## src/hdl/epiu_defs.svh

```systemverilog
/*
   Register indices, field positions, reset values and encodings of the
   external pin interrupt unit.
   Assumes it is included by bare name wherever these constants are used.
*/
`ifndef EPIU_DEFS_SVH
`define EPIU_DEFS_SVH

// ============================================================
// Register indices; the byte address is four times the index.
`define EPIU_IDX_ENABLE_MASK 10'h01D
`define EPIU_IDX_GROUP_ENABLE 10'h068
`define EPIU_IDX_MASK_HIGH 10'h06D
`define EPIU_IDX_MASK_MID 10'h06C
`define EPIU_IDX_MASK_LOW 10'h06B
`define EPIU_IDX_SENSE 10'h070
`define EPIU_IDX_EXT_FLAGS 10'h071
`define EPIU_IDX_GROUP_FLAGS 10'h072

// ============================================================
// Field layout and reset values.
`define EPIU_RESET_BYTE 8'h00
`define EPIU_RESET_PAIR 2'h0
`define EPIU_RESET_TRIO 3'h0
`define EPIU_PIN_IDLE 26'h3FFFFFF
`define EPIU_MASK_MID_BITS 8'h7F
`define EPIU_IRQ_BASE 24
`define EPIU_GROUP_WIDTH 8
`define EPIU_SENSE_WIDTH 2
`define EPIU_PAD_FILL_32_8 24'h000000
`define EPIU_PAD_FILL_32_4 28'h0000000
`define EPIU_PAD_FILL_32_3 29'h0000000
`define EPIU_PAD_FILL_32_2 30'h0000000
`define EPIU_READ_ZERO 32'h00000000

// ============================================================
// Sense encodings and bus codes.
`define EPIU_SENSE_LOW 2'h0
`define EPIU_SENSE_ANY 2'h1
`define EPIU_SENSE_FALL 2'h2
`define EPIU_SENSE_RISE 2'h3
`define EPIU_HSIZE_WORD 3'h2
`define EPIU_HRESP_OKAY 1'h0

`endif

```

## src/hdl/epiu_pkg.sv

```systemverilog
/*
   Types shared by the external pin interrupt unit.
   Assumes nothing beyond a SystemVerilog compiler.
*/
package epiu_pkg;

   // Pad levels: irq[1] is the second dedicated pin, irq[0] the first.
   typedef struct packed {
      logic [1:0] irq;
      logic [23:0] change;
   } epiu_pins_type;

   // Requests or handler entries: pin[1] second, pin[0] first; group[2] high.
   typedef struct packed {
      logic [1:0] pin;
      logic [2:0] group;
   } epiu_req_type;

   typedef enum logic [1:0] {
      phase_idle,
      phase_write,
      phase_read_wait,
      phase_read_out
   } epiu_phase_type;

endpackage

```

## src/hdl/epiu_top.sv

```systemverilog
/*
   External pin interrupt unit: two dedicated sense-selectable pins, three
   pin-change groups, their flags and masks, and an AHB-Lite register slave.
   Assumes the core drives the global interrupt bit and pulses one handler
   entry bit for each handler it enters; pads arrive asynchronously.
*/
`timescale 1ns/1ns
`include "epiu_defs.svh"

// Function
// - Pins acting as outputs still raise interrupts
// - Three change groups: 23..16, 14..8, 7..0
// - Per-pin masks select group contributors
// - Pin changes detected without running clock
// - Enabled low level requests while pin low
// - Edges recognised only while clock runs
// - Low level detected without a clock
// - Level must outlast start-up to interrupt
// - Second pin sense: low, change, fall, rise
// - First pin sense: low, change, fall, rise
// - Pins sampled; pulses over two periods caught
// - Per-pin enable gated by global bit
// - Unused register bits read as zero
// - Second pin flag set on trigger, vectors
// - Handler entry clears the pin flag
// - Writing one clears flag, zero ignored
// - Flag held clear in level mode
// - First pin flag behaves like second
// - Group enable bits at index 0x68
// - Group flags set on change, cleared likewise
// - Pin mask registers at 0x6D, 0x6C, 0x6B
module epiu_top (
   input wire logic hclk,
   input wire logic hresetn,
   input wire logic hsel,
   input wire logic [31:0] haddr,
   input wire logic [1:0] htrans,
   input wire logic hwrite,
   input wire logic [2:0] hsize,
   input wire logic [31:0] hwdata,
   input wire logic hready,
   output logic [31:0] hrdata,
   output logic hreadyout,
   output logic hresp,
   input wire epiu_pkg::epiu_pins_type pad_in,
   input wire logic global_irq_enable,
   input wire epiu_pkg::epiu_req_type handler_entry,
   output epiu_pkg::epiu_req_type irq_request,
   output logic wake_request
);

   // ============================================================
   // Declarations.
   epiu_pkg::epiu_phase_type phase;
   epiu_pkg::epiu_phase_type next_phase;
   logic [9:0] dp_index;
   logic [25:0] pad_vec;
   logic [25:0] sync1;
   logic [25:0] sync2;
   logic [25:0] sync3;
   logic [25:0] stable;
   logic [25:0] pin_change;
   logic [7:0] sense_control;
   logic [1:0] enable_mask;
   logic [1:0] pin_flag;
   logic [2:0] group_enable;
   logic [2:0] group_flag;
   logic [2:0][7:0] pin_mask;
   logic [23:0] mask_vec;
   logic [23:0] group_en_vec;
   logic [1:0] pin_trigger;
   logic [1:0] pin_level_mode;
   logic [1:0] pin_level_req;
   logic [2:0] group_trigger;
   logic wr_strobe;
   logic [31:0] read_value;
   logic addr_take;

   assign pad_vec = pad_in;

   // ============================================================
   // Pad resynchronisation and change detection.
   // The pads are read directly, so a pin driven by its own port output still
   // counts exactly like an external source.
   genvar b;
   generate
      for (b = 0; b < 26; b++)
      begin : g_sync
         always_ff @(posedge hclk or negedge hresetn)
         begin
            if (!hresetn)
            begin
               sync1[b] <= 1'b1;
               sync2[b] <= 1'b1;
               sync3[b] <= 1'b1;
               stable[b] <= 1'b1;
            end
            else
            begin
               sync1[b] <= pad_vec[b];
               sync2[b] <= sync1[b];
               sync3[b] <= sync2[b];
               if (sync2[b] == sync3[b])
               begin
                  stable[b] <= sync3[b];
               end
            end
         end
         // A change counts once two sampled stages agree on a new level.
         assign pin_change[b] = (sync2[b] == sync3[b]) && (sync3[b] != stable[b]);
      end
   endgenerate

   // ============================================================
   // Dedicated pins: sense decode, flags and requests.
   genvar p;
   generate
      for (p = 0; p < 2; p++)
      begin : g_pin
         logic [1:0] sense;
         assign sense = sense_control[`EPIU_SENSE_WIDTH*p +: `EPIU_SENSE_WIDTH];

         // Edges only come from the clocked samplers.
         always_comb
         begin
            pin_trigger[p] = 1'b0;
            case (sense)
               `EPIU_SENSE_LOW: pin_trigger[p] = 1'b0;
               `EPIU_SENSE_ANY: pin_trigger[p] = pin_change[`EPIU_IRQ_BASE+p];
               `EPIU_SENSE_FALL: pin_trigger[p] = pin_change[`EPIU_IRQ_BASE+p]
                  && !sync3[`EPIU_IRQ_BASE+p];
               `EPIU_SENSE_RISE: pin_trigger[p] = pin_change[`EPIU_IRQ_BASE+p]
                  && sync3[`EPIU_IRQ_BASE+p];
               default: pin_trigger[p] = 1'b0;
            endcase
         end

         assign pin_level_mode[p] = (sense == `EPIU_SENSE_LOW);
         // The level request follows the synchronised pin, so a level that
         // is gone before the clock returns raises no request.
         assign pin_level_req[p] = pin_level_mode[p] && !stable[`EPIU_IRQ_BASE+p];

         always_ff @(posedge hclk or negedge hresetn)
         begin
            if (!hresetn)
            begin
               pin_flag[p] <= 1'b0;
            end
            else if (pin_level_mode[p])
            begin
               pin_flag[p] <= 1'b0;
            end
            else if (pin_trigger[p])
            begin
               pin_flag[p] <= 1'b1;
            end
            else if (handler_entry.pin[p])
            begin
               pin_flag[p] <= 1'b0;
            end
            else if (wr_strobe && dp_index == `EPIU_IDX_EXT_FLAGS && hwdata[p])
            begin
               pin_flag[p] <= 1'b0;
            end
         end

         assign irq_request.pin[p] = global_irq_enable && enable_mask[p]
            && (pin_level_mode[p] ? pin_level_req[p] : pin_flag[p]);
      end
   endgenerate

   // ============================================================
   // Pin-change groups: flags and requests.
   assign mask_vec = {pin_mask[2], pin_mask[1] & `EPIU_MASK_MID_BITS, pin_mask[0]};

   genvar g;
   generate
      for (g = 0; g < 3; g++)
      begin : g_group
         assign group_en_vec[`EPIU_GROUP_WIDTH*g +: `EPIU_GROUP_WIDTH] =
            {`EPIU_GROUP_WIDTH{group_enable[g]}};
         assign group_trigger[g] =
            |(pin_change[`EPIU_GROUP_WIDTH*g +: `EPIU_GROUP_WIDTH]
            & mask_vec[`EPIU_GROUP_WIDTH*g +: `EPIU_GROUP_WIDTH]);

         always_ff @(posedge hclk or negedge hresetn)
         begin
            if (!hresetn)
            begin
               group_flag[g] <= 1'b0;
            end
            else if (group_trigger[g])
            begin
               group_flag[g] <= 1'b1;
            end
            else if (handler_entry.group[g])
            begin
               group_flag[g] <= 1'b0;
            end
            else if (wr_strobe && dp_index == `EPIU_IDX_GROUP_FLAGS && hwdata[g])
            begin
               group_flag[g] <= 1'b0;
            end
         end

         assign irq_request.group[g] = global_irq_enable && group_enable[g]
            && group_flag[g];
      end
   endgenerate

   // ============================================================
   // Clockless wake: raw change pads compared with the last settled levels; raw dedicated pads in level mode tested for low.
   always_comb
   begin
      wake_request = |((pad_in.change ^ stable[23:0]) & mask_vec & group_en_vec);
      wake_request = wake_request
         || (|(~pad_in.irq & enable_mask & pin_level_mode));
   end

   // ============================================================
   // AHB-Lite slave: writes complete with no wait, reads take one wait.
   assign addr_take = hsel && hready && htrans[1] && (hsize == `EPIU_HSIZE_WORD);
   assign wr_strobe = (phase == epiu_pkg::phase_write);
   assign hreadyout = (phase != epiu_pkg::phase_read_wait);
   assign hresp = `EPIU_HRESP_OKAY;

   always_comb
   begin
      next_phase = epiu_pkg::phase_idle;
      case (phase)
         epiu_pkg::phase_read_wait: next_phase = epiu_pkg::phase_read_out;
         epiu_pkg::phase_idle,
         epiu_pkg::phase_write,
         epiu_pkg::phase_read_out:
         begin
            if (addr_take)
            begin
               next_phase = hwrite ? epiu_pkg::phase_write : epiu_pkg::phase_read_wait;
            end
         end
         default: next_phase = epiu_pkg::phase_idle;
      endcase
   end

   always_ff @(posedge hclk or negedge hresetn)
   begin
      if (!hresetn)
      begin
         phase <= epiu_pkg::phase_idle;
         dp_index <= 10'h000;
      end
      else
      begin
         phase <= next_phase;
         if (addr_take && phase != epiu_pkg::phase_read_wait)
         begin
            dp_index <= haddr[11:2];
         end
      end
   end

   // Read multiplexer; unmapped indices and unused bits read as zero.
   always_comb
   begin
      read_value = `EPIU_READ_ZERO;
      case (dp_index)
         `EPIU_IDX_ENABLE_MASK: read_value = {`EPIU_PAD_FILL_32_2, enable_mask};
         `EPIU_IDX_SENSE: read_value = {`EPIU_PAD_FILL_32_4, sense_control[3:0]};
         `EPIU_IDX_EXT_FLAGS: read_value = {`EPIU_PAD_FILL_32_2, pin_flag};
         `EPIU_IDX_GROUP_ENABLE: read_value = {`EPIU_PAD_FILL_32_3, group_enable};
         `EPIU_IDX_GROUP_FLAGS: read_value = {`EPIU_PAD_FILL_32_3, group_flag};
         `EPIU_IDX_MASK_HIGH: read_value = {`EPIU_PAD_FILL_32_8, pin_mask[2]};
         `EPIU_IDX_MASK_MID: read_value = {`EPIU_PAD_FILL_32_8,
            pin_mask[1] & `EPIU_MASK_MID_BITS};
         `EPIU_IDX_MASK_LOW: read_value = {`EPIU_PAD_FILL_32_8, pin_mask[0]};
         default: read_value = `EPIU_READ_ZERO;
      endcase
   end

   always_ff @(posedge hclk or negedge hresetn)
   begin
      if (!hresetn)
      begin
         hrdata <= `EPIU_READ_ZERO;
      end
      else if (phase == epiu_pkg::phase_read_wait)
      begin
         hrdata <= read_value;
      end
   end

   // ============================================================
   // Control registers.
   always_ff @(posedge hclk or negedge hresetn)
   begin
      if (!hresetn)
      begin
         enable_mask <= `EPIU_RESET_PAIR;
         sense_control <= `EPIU_RESET_BYTE;
      end
      else if (wr_strobe)
      begin
         if (dp_index == `EPIU_IDX_ENABLE_MASK)
         begin
            enable_mask <= hwdata[1:0];
         end
         if (dp_index == `EPIU_IDX_SENSE)
         begin
            sense_control <= {4'h0, hwdata[3:0]};
         end
      end
   end

   always_ff @(posedge hclk or negedge hresetn)
   begin
      if (!hresetn)
      begin
         group_enable <= `EPIU_RESET_TRIO;
         pin_mask <= {3{`EPIU_RESET_BYTE}};
      end
      else if (wr_strobe)
      begin
         if (dp_index == `EPIU_IDX_GROUP_ENABLE)
         begin
            group_enable <= hwdata[2:0];
         end
         if (dp_index == `EPIU_IDX_MASK_HIGH)
         begin
            pin_mask[2] <= hwdata[7:0];
         end
         if (dp_index == `EPIU_IDX_MASK_MID)
         begin
            pin_mask[1] <= hwdata[7:0] & `EPIU_MASK_MID_BITS;
         end
         if (dp_index == `EPIU_IDX_MASK_LOW)
         begin
            pin_mask[0] <= hwdata[7:0];
         end
      end
   end

endmodule // epiu_top

```

## config.mk

```make
export PLATFORM = sky130hd
export DESIGN_NAME = epiu_top
export DESIGN_NICKNAME = d
export VERILOG_FILES = /design/src/hdl/epiu_pkg.sv /design/src/hdl/epiu_top.sv
export VERILOG_INCLUDE_DIRS = /design/src /design/src/hdl
export SDC_FILE = /design/constraint.sdc
export NUM_CORES = 1
export LEC_CHECK = 0
export BUFFER_PORTS_ARGS = -buffer_cell sky130_fd_sc_hd__buf_2
export CELL_PAD_IN_SITES_DETAIL_PLACEMENT = 0
export CELL_PAD_IN_SITES_GLOBAL_PLACEMENT = 1
export CORE_MARGIN = 2
export CORE_UTILIZATION = 43
export DETAILED_ROUTE_END_ITERATION = 10
export GPL_TIMING_DRIVEN = 0
export HOLD_SLACK_MARGIN = 0.1
export MAX_ROUTING_LAYER = met4
export PLACE_DENSITY = 0.84
export SYNTH_ARGS = -nofsm -noshare
export SYNTH_HDL_FRONTEND = slang
export SYNTH_SLANG_ARGS = --single-unit
```

## constraint.sdc

```tcl
create_clock -name hclk -period 2.3 [get_ports hclk]
set_input_delay 0.345 -clock hclk [delete_from_list [all_inputs] [get_ports hclk]]
set_output_delay 0.345 -clock hclk [all_outputs]
set_load 0.005 [all_outputs]
```

==> impl_metrics.csv <==
group,metric,value,unit
run_status,status,"complete, but fails checks",
run_status,violations,"setup timing",
worst_setup_path,crit_chain,"xor2_1 > a22oi_1 > nand4_1 > a22oi_2 > nand4_1 > buf_2",
yosys,avgSynthCellArea,12.9,µm²
timing,tns,-14.7,ps
worst_setup_path,path_depth,6,
floorplanning,num_rows,45,
worst_setup_path,reg2reg_setup_slack,110,ps
yosys,yosysTopAreaCell,"dfstp_2",
detailed_routing,drc,0,
clocking,clkLatencyLatePin,420,ps
global_routing,grt_max_degree,112,
global_routing,antenna_found_initial,0,
timing,fin_crit_sh,101,%
floorplanning,start_util,44.0,%
detailed_routing,detail-route-antenna-nets,0,
placed_design,port_buffers,72,
final_layout,finalNonFillerCells,861,
worst_setup_path,critPathKind,"flip-flop to output pin",
floorplanning,core,15100,µm²
clocking,clockBufferDepth,2,
timing,hold_viol_final,0,
final_layout,multi_input_area,2510,µm²
floorplanning,die_height,128,µm
detailed_routing,first_iter_violations,251,
worst_setup_path,max_stage_delay,560,ps
yosys,synth_top_cell_area_share,39.4,%
detailed_routing,wl_per_cell,17.0,µm
global_routing,grt_pass1_wl,23800,µm
worst_setup_path,cp-endpoint,"wake_request",
worst_setup_path,crit_path_end_kind,"output pin",
global_routing,grt_overflow,0,
global_routing,grt_use_total,19.6,%
floorplanning,dieArea,16500,µm²
yosys,yosys_most_used_dff,"dfstp_2",
worst_setup_path,cp-start-kind,"flip-flop",
clocking,cts_root_buf,"clkbuf_16",
power,ir_worst_vdd,0.480,mV
clocking,cts_tree,"yes",
worst_setup_path,crit_family,"flip-flops",
timing,setup_slack,-14.7,ps
worst_setup_path,crit_start,"stable[2]$_DFFE_PN1N_",
placed_design,post-dp-hpwl,10500,µm
yosys,synthesis.instances,516,
yosys,async_flop_share,100,%
clocking,clock-sinks,157,
timing,slew_headroom,59.6,%
worst_setup_path,critPathRequiredTime,1960,ps
final_layout,antenna-diode-count,0,
timing,fin_skew,6.98,ps
worst_setup_path,crit_fanout,4,
yosys,yosysUniqueCellTypes,50,
timing,fmax,432,MHz
floorplanning,die_x,128,µm
yosys,ys_warn_count,0,
detailed_routing,vias_per_cell,5.23,
timing,drv_slew,0,
flow_run,maxCapViolCount,0,
timing,period_needed,2310,ps
power,p_leak,3.60,nW
worst_setup_path,reg2reg_from,"dp_index[2]$_DFFE_PN0P_",
yosys,netlist_area,6660,µm²
clocking,cts_buffers,17,
yosys,ys_top_cells_by_area,"dfstp_2 39%, dfrtp_1 21%, mux2_2 7.4%",
worst_setup_path,r2r_cells,5,
worst_setup_path,crit_arrival,1970,ps
final_layout,seq_area,4060,µm²
worst_setup_path,r2r_end,"group_flag[1]$_DFFE_PN0P_",
global_routing,grt_pass1_vias,4593,
timing,tightest_slew,606,ps
power,power_density,788,nW/µm²
final_layout,fin_nets,766,
worst_setup_path,crit_slowest_cell,"dfstp_2",
yosys,yosysSeqAreaShare,60.9,%
final_layout,design_area,8280,µm²
placed_design,place_congestion,0.872,
detailed_routing,routed_wl,14600,µm
min_path,worstHoldPathType,"input port to flip-flop",
floorplanning,ios,146,
yosys,synth_seq_cells,157,
worst_setup_path,path_common_cell,"nand4_1",
detailed_routing,first_pass_iters,4,
clocking,clk_pin_slew,60,ps
worst_setup_path,crit_buf_inv,1,
clocking,h-tree-depth,4,
final_layout,fill_cells,1291,
timing,rsz0062_at_grt,"true",
placed_design,place_inst,801,
timing,finalSetupViolCount,1,
timing,hold_slack,136,ps
final_layout,syn_to_final_growth,24.3,%
yosys,synth_edf_count,0,
final_layout,drive_above_1_share,44.7,%
detailed_routing,vias,4506,
placed_design,placed_area,7380,µm²
-- sequential cells by signal (all words and copies together), names as in the netlist --
signal	cells
sense_control	4
stable	25
enable_mask	2
hrdata	8
phase	2
dp_index	10
group_enable	3
mask_vec	23
sync3	25
group_flag	3
pin_flag	2
sync2	25
sync1	25
-- per-stage QoR --
stage | util [%] | power, mW | setup slack [ps]
floorplan | - | 3.56 | 330
global placement | 48.5 | 3.79 | -1130
detailed placement | 48.7 | 3.83 | -80.9
CTS | 54.3 | 6.56 | -45.7
global route | 54.7 | 6.85 | -122
finish | 54.7 | 6.53 | -14.7
-- cells in the mapped netlist (2+ instances only) --
cell type	n
and2_1	4
and3_1	5
a211o_1	2
nor3_1	3
xor2_1	23
clkbuf_1	6
o31ai_2	4
mux2_2	44
nor2_1	13
maj3_1	25
o221a_2	2
nand3_1	9
nand2b_1	27
mux2i_1	4
a211oi_1	2
inv_1	4
a22oi_1	14
nand2_1	49
o22ai_1	25
nand3b_1	2
buf_2	4
a22o_1	5
a32oi_1	2
buf_4	25
a222oi_1	2
dfstp_2	100
a21oi_1	9
nand4_1	3
o21ai_0	8
o21ai_1	3
nor4b_1	2
a221oi_1	4
a32o_1	6
nor2b_1	4
dfrtp_1	57
-- worst reg2reg max path, stage by stage, from the launching register on --
cell	delay, ps
dfrtp_2	480
or4b_1	540
or4_4	500
nor3_4	260
nand2_1	90
a31o_1	220
-- routing by layer --
metal | up-vias | global-route usage (%) | part of all wire (%)
met5 | - | - | 0
met4 | 0 | 7.63 | 2.7
met3 | 32 | 4.91 | 4.3
met2 | 115 | 30.4 | 49
met1 | 2253 | 24.7 | 44
li1 | 2106 | - | -
-- how the worst min path moves through the flow --
stage,cells past startpoint,slack (ps),endpoint,start
global placement,0,350,sync2[23]$_DFF_PN1_,sync1[23]$_DFF_PN1_
global route,2,120,dp_index[2]$_DFFE_PN0P_,haddr[4]
detailed placement,1,300,pin_flag[0]$_DFFE_PN0P_,hresetn
floorplan,0,50,dp_index[0]$_DFFE_PN0P_,hresetn
finish,2,140,phase[1]$_DFF_PN0_,hwrite
CTS,2,120,phase[1]$_DFF_PN0_,hwrite
-- cells by family after synthesis --
logic type	Yosys count	share of synthesized area (%)
AND/OR/NAND/NOR	130	10.3
other	1	0.0563
XOR/XNOR	23	3.02
adder cells (fa/ha/maj)	25	3.76
buffers and inverters	39	3.68
flip-flops	157	60.9
AO/OA/AOI/OAI	93	10.3
multiplexers	48	8.04
-- what timing repair did --
action | CTS | global route
buffers inserted | 0 | 2
pin swaps | 3 | 5
gates resized for setup | 4 | 9
hold buffers | 26 | 0
setup endpoints to repair | 19 | 26
endpoints found under the hold margin | 51 | 0
-- final cells by class --
class	instances	share of cell area, %
sequential	157	49.0
inverter	4	0.181
clock inverter	15	1.63
timing repair buffer	101	8.08
tap	188	2.84
buffer	35	2.80
clock buffer	17	5.14
multi-input combinational	344	30.4
-- cells in the final DEF (no fill, tap or decap), drive strengths merged, types with 2 or more instances in the layout --
cell           n
a221oi         4
a22oi         14
nor4b          2
mux2i          4
nand3b         2
a21oi          9
dfstp        100
buf          104
nand2         49
or4            2
o22ai         26
o21ai         12
a211oi         2
nor2          13
mux2          44
clkbuf        23
inv           11
nand4          3
clkinv         5
clkinvlp       2
a22o           5
maj3          25
o31ai          4
a211o          2
a32o           6
nor2b          4
o221a          2
a222oi         2
nor3           4
xor2          23
dlygate4sd3   26
and2           4
a32oi          2
conb          25
nand2b        27
and3           5
dfrtp         57
nand3          9
-- power breakdown --
part	internal [mW]	switching [mW]	leakage (nW)	total (mW)
combinational	0.313	0.343	1.51	0.656
sequential	3.02	0.184	1.82	3.20
clock	1.50	1.17	0.276	2.67
total	4.83	1.69	3.60	6.53
No activity file was read; power rests on OpenSTA's default activity.
